**src/shared/debs_regs.svh**
```systemverilog
`ifndef DEBS_REGS_SVH
`define DEBS_REGS_SVH

// ****************************************
// Register offsets (byte addresses)
// ****************************************
`define DEBS_OFS_CTRL      8'h00
`define DEBS_OFS_VTHRESH   8'h04
`define DEBS_OFS_TIMEOUT   8'h08
`define DEBS_OFS_UVLEVEL   8'h0c
`define DEBS_OFS_RGNWARN   8'h10
`define DEBS_OFS_RGNFAULT  8'h14
`define DEBS_OFS_STATUS    8'h18
`define DEBS_OFS_EVENTS    8'h1c
`define DEBS_OFS_MASK      8'h20
`define DEBS_OFS_FLTCLR    8'h24

// ****************************************
// Control register fields
// ****************************************
`define DEBS_CTRL_SWEN     0
`define DEBS_CTRL_DMODE_LO 1
`define DEBS_CTRL_DMODE_HI 2
`define DEBS_CTRL_BRKIMM   3
`define DEBS_CTRL_UVMODE   4
`define DEBS_CTRL_HIMAINS  5
`define DEBS_CTRL_BRKFIT   6
`define DEBS_CTRL_W        7
`define DEBS_CTRL_RST      7'h50

// ****************************************
// Event and fault bits
// ****************************************
`define DEBS_EVT_UVFLT     0
`define DEBS_EVT_UVWARN    1
`define DEBS_EVT_STOFLT    2
`define DEBS_EVT_OVFLT     3
`define DEBS_EVT_RGNWARN   4
`define DEBS_EVT_RGNTRIP   5
`define DEBS_EVT_STOPDONE  6
`define DEBS_EVT_W         7
`define DEBS_FLT_UV        0
`define DEBS_FLT_STO       1
`define DEBS_FLT_OV        2
`define DEBS_FLT_W         3

// ****************************************
// Reset values and thresholds
// ****************************************
`define DEBS_VTHRESH_RST   16'h0064
`define DEBS_TIMEOUT_RST   32'h00030d40
`define DEBS_UVLEVEL_RST   11'h0c8
`define DEBS_RGNWARN_RST   16'h0200
`define DEBS_RGNFAULT_RST  16'h0300
`define DEBS_CHOP_ON_LO    11'd380
`define DEBS_CHOP_ON_HI    11'd760
`define DEBS_OV_LIM_LO     11'd420
`define DEBS_OV_LIM_HI     11'd840
`define DEBS_DUTY_WIN      8'd100
`define DEBS_DUTY_PCT      8'd15

`endif

```
**src/shared/debs_pkg.sv**
```systemverilog
package debs_pkg;

    // ****************************************
    // Sequencer states
    // ****************************************
    typedef enum logic [1:0] {
        st_off        = 2'b00,
        st_active     = 2'b01,
        st_ctrl_stop  = 2'b10,
        st_brake_wait = 2'b11
    } debs_state_t;

endpackage : debs_pkg

```
**src/rtl/debs_sequencer.sv**
```systemverilog
`timescale 1ns/1ps
`include "debs_regs.svh"
module debs_sequencer
    import debs_pkg::*;
(
    input  wire logic        pclk,
    input  wire logic        presetn,
    input  wire logic [7:0]  paddr,
    input  wire logic        psel,
    input  wire logic        penable,
    input  wire logic        pwrite,
    input  wire logic [31:0] pwdata,
    output logic      [31:0] prdata,
    output logic             pready,
    output logic             pslverr,
    input  wire logic        hw_enable_pin,
    input  wire logic        sto_pin,
    input  wire logic        stop_input_pin,
    input  wire logic [15:0] velocity,
    input  wire logic [10:0] vbus_volts,
    input  wire logic [15:0] regen_power,
    output logic             power_stage_en,
    output logic             brake_apply,
    output logic             ctrl_stop_req,
    output logic             chopper_on,
    output logic             fault_contact,
    output logic             irq
);

    logic [`DEBS_CTRL_W-1:0] ctrl_ff;
    logic [15:0]             vthresh_ff;
    logic [31:0]             timeout_ff;
    logic [10:0]             uv_level_ff;
    logic [15:0]             rgn_warn_ff;
    logic [15:0]             rgn_fault_ff;
    logic [`DEBS_EVT_W-1:0]  evt_ff;
    logic [`DEBS_EVT_W-1:0]  mask_ff;
    logic [`DEBS_FLT_W-1:0]  fault_ff;
    logic                    regen_trip_ff;
    debs_state_t             state_ff;
    debs_state_t             nxt_state;
    logic [31:0]             stop_cnt_ff;
    logic                    hw_en_prev_ff;
    logic [31:0]             prdata_ff;
    logic                    pready_ff;
    logic                    pslverr_ff;
    logic                    power_ff;
    logic                    brake_ff;
    logic                    stop_req_ff;
    logic                    fault_contact_ff;
    logic                    irq_ff;

    logic [2:0]              pin_lvl;
    logic                    hw_en_s;
    logic                    sto_s;
    logic                    stop_in_s;
    logic                    sw_en;
    logic [1:0]              dis_mode;
    logic                    brk_imm;
    logic                    uv_mode;
    logic                    hi_mains;
    logic                    brk_fit;
    logic                    apb_setup;
    logic                    apb_wr;
    logic                    apb_rd;
    logic                    addr_ok;
    logic                    hw_rise;
    logic                    uv;
    logic                    ov;
    logic [10:0]             chop_thr;
    logic [10:0]             ov_lim;
    logic                    enabled;
    logic                    enabling;
    logic                    standstill;
    logic                    timed_out;
    logic                    rgn_warn;
    logic                    rgn_trip;
    logic                    chop_req;
    logic [`DEBS_FLT_W-1:0]  flt_set;
    logic [`DEBS_FLT_W-1:0]  nxt_fault;
    logic [`DEBS_EVT_W-1:0]  evt_set;
    logic [`DEBS_EVT_W-1:0]  nxt_evt;
    logic                    hard_off;
    logic                    stop_done;
    logic [31:0]             rd_mux;

    // ****************************************
    // Pin synchronisers and chopper limiter
    // ****************************************
    debs_pin_sync #(
        .W (3)
    ) u_sync (
        .pclk    (pclk),
        .presetn (presetn),
        .pin     ({stop_input_pin, sto_pin, hw_enable_pin}),
        .level   (pin_lvl)
    );

    assign hw_en_s   = pin_lvl[0];
    assign sto_s     = pin_lvl[1];
    assign stop_in_s = pin_lvl[2];

    debs_duty_limit u_duty (
        .pclk    (pclk),
        .presetn (presetn),
        .req     (chop_req),
        .chop_on (chopper_on)
    );

    // ****************************************
    // Control fields
    // ****************************************
    assign sw_en    = ctrl_ff[`DEBS_CTRL_SWEN];
    assign dis_mode = ctrl_ff[`DEBS_CTRL_DMODE_HI:`DEBS_CTRL_DMODE_LO];
    assign brk_imm  = ctrl_ff[`DEBS_CTRL_BRKIMM];
    assign uv_mode  = ctrl_ff[`DEBS_CTRL_UVMODE];
    assign hi_mains = ctrl_ff[`DEBS_CTRL_HIMAINS];
    assign brk_fit  = ctrl_ff[`DEBS_CTRL_BRKFIT];

    // ****************************************
    // Bus voltage and regen supervision
    // ****************************************
    assign chop_thr = hi_mains ? `DEBS_CHOP_ON_HI : `DEBS_CHOP_ON_LO;
    assign ov_lim   = hi_mains ? `DEBS_OV_LIM_HI : `DEBS_OV_LIM_LO;
    assign uv       = vbus_volts < uv_level_ff;
    assign ov       = vbus_volts > ov_lim;
    assign rgn_warn = regen_power > rgn_warn_ff;
    assign rgn_trip = regen_power > rgn_fault_ff;
    assign chop_req = (vbus_volts > chop_thr) && !regen_trip_ff;

    assign hw_rise    = hw_en_s && !hw_en_prev_ff;
    assign enabled    = (state_ff == st_active) || (state_ff == st_ctrl_stop);
    assign enabling   = (state_ff == st_off) && sw_en && hw_en_s;
    assign standstill = velocity < vthresh_ff;
    assign timed_out  = stop_cnt_ff >= timeout_ff;

    // ****************************************
    // Fault and event sources
    // ****************************************
    always_comb begin
        flt_set = '0;
        flt_set[`DEBS_FLT_UV] = uv && (!uv_mode
                                       || enabled || enabling);
        flt_set[`DEBS_FLT_STO] = hw_rise && !sto_s;
        flt_set[`DEBS_FLT_OV]  = ov;
    end

    assign stop_done = (nxt_state == st_off) && (state_ff != st_off);

    always_comb begin
        evt_set = '0;
        evt_set[`DEBS_EVT_UVFLT]    = flt_set[`DEBS_FLT_UV];
        evt_set[`DEBS_EVT_UVWARN]   = uv && uv_mode && !enabled
                                      && !enabling;
        evt_set[`DEBS_EVT_STOFLT]   = flt_set[`DEBS_FLT_STO];
        evt_set[`DEBS_EVT_OVFLT]    = flt_set[`DEBS_FLT_OV];
        evt_set[`DEBS_EVT_RGNWARN]  = rgn_warn;
        evt_set[`DEBS_EVT_RGNTRIP]  = rgn_trip;
        evt_set[`DEBS_EVT_STOPDONE] = stop_done;
    end

    // ****************************************
    // APB decode
    // ****************************************
    assign apb_setup = psel && !penable;
    assign apb_wr    = psel && penable && pready_ff && pwrite;
    assign apb_rd    = psel && penable && pready_ff && !pwrite;

    always_comb begin
        addr_ok = 1'b1;
        rd_mux  = 32'h0000_0000;
        case (paddr)
            `DEBS_OFS_CTRL:     rd_mux = {25'h0, ctrl_ff};
            `DEBS_OFS_VTHRESH:  rd_mux = {16'h0, vthresh_ff};
            `DEBS_OFS_TIMEOUT:  rd_mux = timeout_ff;
            `DEBS_OFS_UVLEVEL:  rd_mux = {21'h0, uv_level_ff};
            `DEBS_OFS_RGNWARN:  rd_mux = {16'h0, rgn_warn_ff};
            `DEBS_OFS_RGNFAULT: rd_mux = {16'h0, rgn_fault_ff};
            `DEBS_OFS_STATUS:   rd_mux = {22'h0, regen_trip_ff, uv,
                                          chopper_on, brake_ff, power_ff,
                                          fault_ff, state_ff};
            `DEBS_OFS_EVENTS:   rd_mux = {25'h0, evt_ff};
            `DEBS_OFS_MASK:     rd_mux = {25'h0, mask_ff};
            `DEBS_OFS_FLTCLR:   rd_mux = 32'h0000_0000;
            default:            addr_ok = 1'b0;
        endcase
    end

    always_ff @(posedge pclk or negedge presetn) begin
        if (!presetn) begin
            prdata_ff  <= 32'h0000_0000;
            pready_ff  <= 1'b0;
            pslverr_ff <= 1'b0;
        end else begin
            pready_ff  <= apb_setup;
            pslverr_ff <= apb_setup && !addr_ok;
            if (apb_setup && !pwrite) begin
                prdata_ff <= rd_mux;
            end
        end
    end

    // ****************************************
    // Configuration registers
    // ****************************************
    always_ff @(posedge pclk or negedge presetn) begin
        if (!presetn) begin
            ctrl_ff      <= `DEBS_CTRL_RST;
            vthresh_ff   <= `DEBS_VTHRESH_RST;
            timeout_ff   <= `DEBS_TIMEOUT_RST;
            uv_level_ff  <= `DEBS_UVLEVEL_RST;
            rgn_warn_ff  <= `DEBS_RGNWARN_RST;
            rgn_fault_ff <= `DEBS_RGNFAULT_RST;
            mask_ff      <= '0;
        end else if (apb_wr) begin
            case (paddr)
                `DEBS_OFS_CTRL:     ctrl_ff      <= pwdata[`DEBS_CTRL_W-1:0];
                `DEBS_OFS_VTHRESH:  vthresh_ff   <= pwdata[15:0];
                `DEBS_OFS_TIMEOUT:  timeout_ff   <= pwdata;
                `DEBS_OFS_UVLEVEL:  uv_level_ff  <= pwdata[10:0];
                `DEBS_OFS_RGNWARN:  rgn_warn_ff  <= pwdata[15:0];
                `DEBS_OFS_RGNFAULT: rgn_fault_ff <= pwdata[15:0];
                `DEBS_OFS_MASK:     mask_ff      <= pwdata[`DEBS_EVT_W-1:0];
                default: ;
            endcase
        end
    end

    // ****************************************
    // Latched faults, regen trip, sticky events
    // ****************************************
    always_comb begin
        nxt_fault = fault_ff;
        if (apb_wr && paddr == `DEBS_OFS_FLTCLR) begin
            nxt_fault = fault_ff & ~pwdata[`DEBS_FLT_W-1:0];
        end
        nxt_fault = nxt_fault | flt_set;
    end

    always_comb begin
        nxt_evt = evt_ff;
        if (apb_rd && paddr == `DEBS_OFS_EVENTS) begin
            nxt_evt = '0;
        end
        nxt_evt = nxt_evt | evt_set;
    end

    always_ff @(posedge pclk or negedge presetn) begin
        if (!presetn) begin
            fault_ff <= '0;
            evt_ff   <= '0;
        end else begin
            fault_ff <= nxt_fault;
            evt_ff   <= nxt_evt;
        end
    end

    always_ff @(posedge pclk or negedge presetn) begin
        if (!presetn) begin
            regen_trip_ff <= 1'b0;
        end else if (rgn_trip) begin
            regen_trip_ff <= 1'b1;
        end else if (apb_wr && paddr == `DEBS_OFS_FLTCLR) begin
            regen_trip_ff <= 1'b0;
        end
    end

    // ****************************************
    // Enable / stop sequencer
    // ****************************************
    assign hard_off = !hw_en_s || !sto_s || (|fault_ff) || (|flt_set);

    always_comb begin
        nxt_state = state_ff;
        case (state_ff)
            st_off: begin
                if (enabling && sto_s && !stop_in_s && !uv
                    && !(|fault_ff) && !(|flt_set)) begin
                    nxt_state = st_active;
                end
            end
            st_active: begin
                if (hard_off) begin
                    nxt_state = brk_imm ? st_off
                                        : st_brake_wait;
                end else if (!sw_en) begin
                    nxt_state = (dis_mode == 2'd2) ? st_ctrl_stop
                                                   : st_brake_wait;
                end else if (stop_in_s) begin
                    nxt_state = st_ctrl_stop;
                end
            end
            st_ctrl_stop: begin
                if (hard_off) begin
                    nxt_state = brk_imm ? st_off : st_brake_wait;
                end else if (standstill || timed_out) begin
                    nxt_state = st_off;
                end
            end
            st_brake_wait: begin
                if (standstill || timed_out
                    || (brk_imm && hard_off)) begin
                    nxt_state = st_off;
                end
            end
            default: nxt_state = st_off;
        endcase
    end

    always_ff @(posedge pclk or negedge presetn) begin
        if (!presetn) begin
            state_ff      <= st_off;
            hw_en_prev_ff <= 1'b0;
        end else begin
            state_ff      <= nxt_state;
            hw_en_prev_ff <= hw_en_s;
        end
    end

    // ****************************************
    // Stop timeout counter, restarts at stop begin
    // ****************************************
    always_ff @(posedge pclk or negedge presetn) begin
        if (!presetn) begin
            stop_cnt_ff <= 32'h0000_0000;
        end else if (state_ff == st_active || state_ff == st_off) begin
            stop_cnt_ff <= 32'h0000_0000;
        end else if (!timed_out) begin
            stop_cnt_ff <= stop_cnt_ff + 32'd1;
        end
    end

    // ****************************************
    // Output flops
    // ****************************************
    always_ff @(posedge pclk or negedge presetn) begin
        if (!presetn) begin
            power_ff         <= 1'b0;
            brake_ff         <= 1'b0;
            stop_req_ff      <= 1'b0;
            fault_contact_ff <= 1'b0;
            irq_ff           <= 1'b0;
        end else begin
            power_ff <= (nxt_state == st_active)
                        || (nxt_state == st_ctrl_stop);
            brake_ff <= brk_fit && (nxt_state == st_off);
            stop_req_ff      <= nxt_state == st_ctrl_stop;
            fault_contact_ff <= !(|nxt_fault);
            irq_ff           <= |(nxt_evt & mask_ff);
        end
    end

    assign prdata         = prdata_ff;
    assign pready         = pready_ff;
    assign pslverr        = pslverr_ff;
    assign power_stage_en = power_ff;
    assign brake_apply    = brake_ff;
    assign ctrl_stop_req  = stop_req_ff;
    assign fault_contact  = fault_contact_ff;
    assign irq            = irq_ff;

endmodule : debs_sequencer

```
**src/rtl/debs_pin_sync.sv**
```systemverilog
`timescale 1ns/1ps
module debs_pin_sync #(
    parameter int W = 3
) (
    input  wire logic         pclk,
    input  wire logic         presetn,
    input  wire logic [W-1:0] pin,
    output logic      [W-1:0] level
);

    // ****************************************
    // Three stages, accept when 2nd and 3rd agree
    // ****************************************
    genvar i;
    generate
        for (i = 0; i < W; i++) begin : g_bit
            logic s1_ff;
            logic s2_ff;
            logic s3_ff;
            logic out_ff;
            always_ff @(posedge pclk or negedge presetn) begin
                if (!presetn) begin
                    s1_ff  <= 1'b0;
                    s2_ff  <= 1'b0;
                    s3_ff  <= 1'b0;
                    out_ff <= 1'b0;
                end else begin
                    s1_ff <= pin[i];
                    s2_ff <= s1_ff;
                    s3_ff <= s2_ff;
                    if (s2_ff == s3_ff) begin
                        out_ff <= s3_ff;
                    end
                end
            end
            assign level[i] = out_ff;
        end
    endgenerate

endmodule : debs_pin_sync

```
**src/rtl/debs_duty_limit.sv**
```systemverilog
`timescale 1ns/1ps
`include "debs_regs.svh"
module debs_duty_limit (
    input  wire logic pclk,
    input  wire logic presetn,
    input  wire logic req,
    output logic      chop_on
);

    localparam logic [15:0] MAX_ON_W =
        (16'(`DEBS_DUTY_WIN) * 16'(`DEBS_DUTY_PCT)) / 16'd100;
    localparam logic [7:0] MAX_ON = MAX_ON_W[7:0];

    logic [7:0] win_cnt_ff;
    logic [7:0] on_cnt_ff;
    logic       chop_ff;
    logic       nxt_chop;

    // ****************************************
    // On time per window capped at the duty limit
    // ****************************************
    assign nxt_chop = req && (on_cnt_ff < MAX_ON);

    always_ff @(posedge pclk or negedge presetn) begin
        if (!presetn) begin
            win_cnt_ff <= 8'h00;
            on_cnt_ff  <= 8'h00;
            chop_ff    <= 1'b0;
        end else begin
            chop_ff <= nxt_chop;
            if (win_cnt_ff == `DEBS_DUTY_WIN - 8'd1) begin
                win_cnt_ff <= 8'h00;
                on_cnt_ff  <= 8'h00;
            end else begin
                win_cnt_ff <= win_cnt_ff + 8'd1;
                on_cnt_ff  <= on_cnt_ff + {7'h00, nxt_chop};
            end
        end
    end

    assign chop_on = chop_ff;

endmodule : debs_duty_limit

```
**config.mk**
```make
export PLATFORM = sky130hd
export DESIGN_NAME = debs_sequencer
export DESIGN_NICKNAME = d
export VERILOG_FILES = /design/src/shared/debs_pkg.sv /design/src/rtl/debs_sequencer.sv /design/src/rtl/debs_pin_sync.sv /design/src/rtl/debs_duty_limit.sv
export VERILOG_INCLUDE_DIRS = /design/src /design/src/shared
export SDC_FILE = /design/constraint.sdc
export NUM_CORES = 1
export LEC_CHECK = 0
export BUFFER_PORTS_ARGS = -buffer_cell sky130_fd_sc_hd__buf_2
export CORE_ASPECT_RATIO = 1.25
export CORE_UTILIZATION = 54
export CTS_CLUSTER_SIZE = 12
export DETAILED_ROUTE_END_ITERATION = 12
export GPL_TIMING_DRIVEN = 0
export PLACE_DENSITY_LB_ADDON = 0.05
export SETUP_SLACK_MARGIN = 0.05
export SYNTH_ARGS = -nofsm -noshare
export SYNTH_HDL_FRONTEND = slang
export SYNTH_HIERARCHICAL = 1
export SYNTH_SLANG_ARGS = --single-unit
```
**constraint.sdc**
```tcl
create_clock -name pclk -period 3.13 [get_ports pclk]
set_input_delay 0.939 -clock pclk [delete_from_list [all_inputs] [get_ports pclk]]
set_output_delay 0.939 -clock pclk [all_outputs]
set_load 0.05 [all_outputs]
```
Yosys cells after proc, flatten, opt, wreduce, memory -nomap -nowiden
Index checks and enable logic that the tools add are counted.

Register bits: 219. Output and inout bits: 40. Word-level logic and storage cells: 163.

Add/sub/neg operators: 3. $lt $le $gt $ge: 8. Eq/ne operators: 20. Mux-type cells: 22. Bitwise logic cells: 5. Reduce and logical (&&, ||, !) cells: 69.

Operator list (number): one-hot mux 32 bit (9 select lines) (1); two-way mux 32 bit (2); adder 32 x 1 -> 32 bit (second input constant) (1); == test 8 x 5 -> 1 bit (second input constant) (4); greater-or-equal comparator 32 bit (1); greater-than comparator 16 bit (2); logical AND 1 bit (27); greater-than comparator 11 x 10 -> 1 bit (2); two-way mux 10 bit (2); == test 8 x 4 -> 1 bit (second input constant) (2); == test 8 x 6 -> 1 bit (second input constant) (2); less-than comparator 16 bit (1); two-way mux 2 bit (8); two-way mux 8 bit (2); logical NOT 1 bit (15); AND reduction 2 bit (7); less-than comparator 11 bit (1); logical OR 1 bit (10); OR reduction 10 bit (1); OR reduction 3 bit (3); adder 8 x 1 -> 8 bit (1); adder 8 x 1 -> 8 bit (second input constant) (1); == test 2 bit (second input constant) (4); == test 8 x 3 -> 1 bit (second input constant) (1); 18 further kinds (26).

Longest topological paths before layout
Depth in word-level cells: 16. Depth in mapped cells: 16. Gate-level depth less buffers: 15.

Hierarchy
The synthesis kept the hierarchy.

By module, submodules not included: debs_sequencer (instances 1, cells an instance 1053, area an instance 10852.9 um^2); debs_duty_limit (instances 1, cells an instance 71, area an instance 782.0 um^2); debs_pin_sync (instances 1, cells an instance 18, area an instance 356.6 um^2).

Worst setup path after synthesis
No wires, ideal clock.

Path kind: input to register. Start point: in vbus_volts[7]. End point: reg irq_ff, in the netlist irq. Library setup time: 0.133 ns. Data arrival time: 3.585 ns. Data required time: 2.997 ns. Slack: -0.589 ns. Stages: 13. Buffers on the path: 0. Path through: ha_1 or2_1 nor4b_1 o21ai_1 or4_1 a21oi_1 a311oi_1 ha_1 a22o_1 a22oi_1 nand2_1 a221oi_1 nand3_1.

Cells in the longest elaborated chain, start to end: 13. Elaborated cells on any way between the ends: 25. Those cells by class: 2 x order compare; 5 x mux; 2 x bitwise; 16 x reduce/logical.

RTL lines: start: declaration (line debs_sequencer.sv:20) `input wire logic [10:0] vbus_volts,`; less-than comparator 11 bit (line debs_sequencer.sv:125) `assign uv = vbus_volts < uv_level_ff;`; logical AND 1 bit (line debs_sequencer.sv:142) `` flt_set[`DEBS_FLT_UV] = uv && (!uv_mode ``; OR reduction 3 bit (line debs_sequencer.sv:271, debs_sequencer.sv:278); logical OR 1 bit (line debs_sequencer.sv:271) `assign hard_off = !hw_en_s || !sto_s || (|fault_ff) || (|flt_set);`; logical AND 1 bit (line debs_sequencer.sv:302) `|| (brk_imm && hard_off)) begin`; logical OR 1 bit (line debs_sequencer.sv:302); two-way mux 2 bit (line debs_sequencer.sv:301) `if (standstill || timed_out`; one-hot mux 2 bit (4 select lines) * (line debs_sequencer.sv:275) `case (state_ff)`; logical NOT 2 bit * (line debs_sequencer.sv:148) `assign stop_done = (nxt_state == st_off) && (state_ff != st_off);`; logical AND 1 bit * (line debs_sequencer.sv:148); bitwise OR 7 bit * (line debs_sequencer.sv:245) `nxt_evt = nxt_evt | evt_set;`; net nxt_evt[6] (line debs_sequencer.sv:82) `` logic [`DEBS_EVT_W-1:0] nxt_evt; ``; bitwise AND 7 bit * (line debs_sequencer.sv:349) `irq_ff <= |(nxt_evt & mask_ff);`; OR reduction 7 bit * (line debs_sequencer.sv:349); end signal: assignment (line debs_sequencer.sv:349); end: declaration (line debs_sequencer.sv:51) `logic irq_ff;`.

The timed path passes the listed nets; every way through them passes the cells marked *. A chain may end at the register's enable or synchronous reset.

Worst setup path in the final report
Start point: reg ctrl_ff[5]. End point: reg irq_ff, in the netlist irq.

Cells in the longest elaborated chain, start to end: 13. Elaborated cells on any way between the ends: 18. Those cells by class: 1 x order compare; 6 x mux; 2 x bitwise; 9 x reduce/logical.

RTL lines: start: declaration (line debs_sequencer.sv:30) `` logic [`DEBS_CTRL_W-1:0] ctrl_ff; ``; start signal: assignment (line debs_sequencer.sv:208) `` ctrl_ff <= `DEBS_CTRL_RST; ``; start signal: assignment (line debs_sequencer.sv:217) `` `DEBS_OFS_CTRL: ctrl_ff <= pwdata[`DEBS_CTRL_W-1:0]; ``; two-way mux 10 bit (no source line) *; greater-than comparator 11 x 10 -> 1 bit * (line debs_sequencer.sv:126) `assign ov = vbus_volts > ov_lim;`; OR reduction 3 bit * (line debs_sequencer.sv:271, debs_sequencer.sv:278); logical OR 1 bit (line debs_sequencer.sv:271); logical AND 1 bit (line debs_sequencer.sv:302); logical OR 1 bit (line debs_sequencer.sv:302); two-way mux 2 bit (line debs_sequencer.sv:301); one-hot mux 2 bit (4 select lines) * (line debs_sequencer.sv:275); logical NOT 2 bit * (line debs_sequencer.sv:148); logical AND 1 bit * (line debs_sequencer.sv:148); bitwise OR 7 bit * (line debs_sequencer.sv:245); net nxt_evt[6] (line debs_sequencer.sv:82); bitwise AND 7 bit * (line debs_sequencer.sv:349); OR reduction 7 bit * (line debs_sequencer.sv:349).

Marked as above.

==> flow_metrics.env <==
export IMPL_status="finished, violations left"
export IMPL_violations="setup timing"
export IMPL_fin_worst_skew_ns=0.0149
export IMPL_overflow=0
export IMPL_synth_top_cells_by_area="dfrtp_1 (42%), ha_1 (11%), mux2_2 (8.6%)"
export IMPL_cap_viol_max_count=0
export IMPL_ys_flop_type="dfrtp_1"
export IMPL_worst_path_buf_inv=2
export IMPL_cts_buffer_depth=3
export IMPL_grt_total_usage=0.299
export IMPL_setup_viol=8
export IMPL_antennaDiodeCount=0
export IMPL_grt_max_degree=114
export IMPL_fin_crit_sh=1.15
export IMPL_cts_buffers=24
export IMPL_ios=131
export IMPL_core_area_sq_um=21600
export IMPL_dieWidth_um=135
export IMPL_switchingPower_mw=2.00
export IMPL_r2r_cells=15
export IMPL_clockPowerShare=0.404
export IMPL_yosysSeqAreaShare=0.459
export IMPL_synth_area_per_cell_sq_um=10.5
export IMPL_tightest_slew_ns=0.850
export IMPL_crit_slowest_cell="or4_4"
export IMPL_drt_pass1_iterations=6
export IMPL_leakage_nw=6.57
export IMPL_criticalPathCategory="register to register"
export IMPL_dieHeight_um=169
export IMPL_initialDrtViolationCount=539
export IMPL_worstPathMaxFanout=3
export IMPL_fmaxAchievable_mhz=279
export IMPL_timing_hold_ws_ns=0.345
export IMPL_start_util=0.555
export IMPL_layout_min_cycle_time_ns=3.59
export IMPL_fin_setup_tns_ns=-1.87
export IMPL_cp_start_kind="register"
export IMPL_critical_path_endpoint_type="register"
export IMPL_hold_class="register to register"
export IMPL_path_cells="clkinvlp_4 > buf_6 > ha_4 > or2_4 > nor4b_4 > o21ai_2 > or4_4 > a21oi_4 > a311oi_2 > ha_2 > a22o_1 > a22oi_2 > nand2_1 > a221oi_2 > nand3_1"
export IMPL_clock_sinks=219
export IMPL_htreeDepth=1
export IMPL_synth_seq_cells=219
export IMPL_netlist_area_sq_um=12000
export IMPL_finalNetCount=1513
export IMPL_cts_hold_buf=0
export IMPL_grt_pass1_wl_um=51900
export IMPL_insertion_delay_ns=0.53
export IMPL_drive_gt1_frac=0.274
export IMPL_critPathMaxStageDelay_ns=0.58
export IMPL_clk_pin_slew_worst_paths_ns=0.06
export IMPL_grt_pass1_vias=9698
export IMPL_cp_depth=15
export IMPL_power_frac_comb=0.167
export IMPL_post_dp_hpwl_um=25000
export IMPL_rows=60
export IMPL_power_ir_vdd_worst_uv=484
export IMPL_slew_headroom=0.434
export IMPL_synth_top_area_frac=0.422
export IMPL_cts_tree="built"
export IMPL_antenna_found_initial=0
export IMPL_drt_wl_total_um=33500
export IMPL_wl_per_cell_um=20.8
export IMPL_hold_violations=0
export IMPL_crit_family="simple AND/OR/NAND/NOR gates"
export IMPL_syn_inst=1142
export IMPL_final_util=0.664
export IMPL_yosysTopAreaCell="dfrtp_1"
export IMPL_die_area_sq_um=22800
export IMPL_cp_startpoint="ctrl_ff[5]"
export IMPL_slew_viol_final=0
export IMPL_r2r_start="ctrl_ff[5]"
export IMPL_ys_warn_count=6
export IMPL_cp_arrival_ns=3.96
export IMPL_finalWorstSetupSlack_ns=-0.459
export IMPL_p_sw_frac=0.286
export IMPL_power_density_nw_per_um2=489
export IMPL_place_congestion=0.924
export IMPL_p_int_mw=5.01
export IMPL_io_buffers=130
export IMPL_fill_cells=1801
export IMPL_cts_root_buf="clkbuf_16"
export IMPL_rsz0062_at_grt="yes"
export IMPL_async_reset_ff_frac=1.00
export IMPL_synth_cell_types=69
export IMPL_required_ns=3.50
export IMPL_via_per_inst=5.96
export IMPL_regToRegSetupSlack_ns=-0.46
export IMPL_synthesis_nets=1341
export IMPL_synth_edff_count=0
export IMPL_syn2layout_area_growth_pct=19.7
export IMPL_r2r_end="irq"
export IMPL_crit_end="irq"
export IMPL_via_count=9583
export IMPL_route_detailed_drc=0
export IMPL_pwr_share_seq=0.429
export IMPL_finalPower_mw=7.01
export IMPL_drtAntennaViolNets=0
==> cells in the final DEF (no fill, tap or decap), types with 13 or more instances in the layout <==
master / Yosys / routed
o21ai_0: 22 / 20
dfstp_2: 17 / 17
buf_4: 3 / 14
a21oi_1: 42 / 39
ha_1: 108 / 98
nand4_1: 26 / 26
dfrtp_1: 202 / 200
inv_1: 105 / 101
clkbuf_1: 25 / 27
nor2_1: 58 / 55
nor4_1: 15 / 13
clkbuf_16: 0 / 25
buf_2: 0 / 131
nand2_1: 96 / 93
a22oi_1: 35 / 34
a21o_1: 21 / 21
mux2_1: 13 / 13
mux2_2: 92 / 92
o21ai_1: 16 / 15
nand3_1: 45 / 42
==> power groups by stage <==
stage,combinational [mW],sequential [mW],clock [mW]
5_1_grt,1.28,3.01,2.98
6_report,1.17,3.01,2.83
2_1_floorplan,0.502,3.13,0
3_5_place_dp,1.01,3.05,0
4_1_cts,1.08,3.00,2.88
3_3_place_gp,0.990,3.05,0
==> what timing repair did <==
item | 4_1_cts | 5_1_grt
resized for setup | 27 | 44
pin swaps | 10 | 25
endpoints found under the setup margin | 37 | 44
buffers inserted | 7 | 8
==> cell usage after synthesis (all sizes together) (3+ instances only) <==
cell type  number
a21o           21
and4            4
nand4          26
a21oi          42
dfrtp         202
nor4b           3
o211ai          4
and2            3
a311o           3
nor3b           4
a222oi          9
o31a            4
dfstp          17
nor3           10
xnor2          12
nand2          96
nand3          45
nand3b          6
or2             4
nor2b           5
o31ai           5
mux2i           3
inv           105
a31oi          10
o21ai          38
maj3            3
clkbuf         25
nand2b         11
a221oi         10
a22o            3
nor2           58
buf             8
xor2            9
or4             7
o21a            8
nor4           16
mux2          105
a22oi          35
ha            108
and3           12
a41oi           5
or3            12
==> worst register-to-register path: stages (launching register included) <==
cell	delay (ns)
dfrtp_2	0.41
clkinvlp_4	0.11
buf_6	0.13
ha_4	0.23
or2_4	0.24
nor4b_4	0.39
o21ai_2	0.15
or4_4	0.58
a21oi_4	0.15
a311oi_2	0.06
ha_2	0.24
a22o_1	0.23
a22oi_2	0.14
nand2_1	0.08
a221oi_2	0.16
nand3_1	0.15
==> registers in the layout (all words and copies together) (netlist names), 2 cells and up <==
signal,flops
timeout_ff,32
u_sync/g_bit.s2_ff,3
ctrl_ff,7
u_duty/on_cnt_ff,8
prdata,32
u_duty/win_cnt_ff,8
fault_ff,3
stop_cnt_ff,32
mask_ff,7
u_sync/g_bit.out_ff,3
uv_level_ff,11
evt_ff,7
u_sync/g_bit.s3_ff,3
rgn_fault_ff,16
u_sync/g_bit.s1_ff,3
rgn_warn_ff,16
state_ff,2
vthresh_ff,16
==> cell type report <==
class	instances	area [sq um]	share of cell area
clock buffers	38	734	0.0512
repair buffers	146	816	0.0568
clock inverters	4	47.5	0.00331
inverters	105	398	0.0277
plain buffers	33	151	0.0105
flip-flops and latches	219	5500	0.383
well taps	279	349	0.0243
multi-input cells	785	6350	0.443
==> through the flow <==
stage	std cells	setup slack (ns)	instance area, sq um
2_1_floorplan	1142	-0.378	12100
4_1_cts	1601	-0.437	14100
6_report	1609	-0.459	14400
3_5_place_dp	1552	-1.58	13100
5_1_grt	1609	-0.556	14400
3_3_place_gp	1551	-2.78	13100
==> routing by layer <==
layer,GRT usage,up-vias,wire [um]
met1,0.365,4682,13500
met4,0.121,0,1300
met2,0.526,315,16800
li1,-,4509,-
met3,0.0401,77,1910
met5,0,-,0
==> cells by family after synthesis <==
kind of cell | after synthesis | synth area share
multiplexers | 108 | 0.101
AND/OR/NAND/NOR | 328 | 0.140
adder cells (fa/ha/maj) | 111 | 0.116
XOR/XNOR | 21 | 0.0153
flip-flops | 219 | 0.459
buffers and inverters | 138 | 0.0448
AO/OA/AOI/OAI | 217 | 0.125
==> how the worst min path moves through the flow <==
stage                               start                     to  slack [ns]  depth (start not counted)
floorplan           u_sync/g_bit[0].s1_ff  u_sync/g_bit[0].s2_ff        0.33                          0
detailed placement  u_sync/g_bit[2].s1_ff  u_sync/g_bit[2].s2_ff        0.33                          0
finish              u_sync/g_bit[2].s1_ff  u_sync/g_bit[2].s2_ff        0.35                          0
CTS                 u_sync/g_bit[2].s1_ff  u_sync/g_bit[2].s2_ff        0.35                          0
global route        u_sync/g_bit[0].s1_ff  u_sync/g_bit[0].s2_ff        0.35                          0
global placement    u_sync/g_bit[2].s1_ff  u_sync/g_bit[2].s2_ff        0.33                          0
Power figures use the tool's default switching activity.
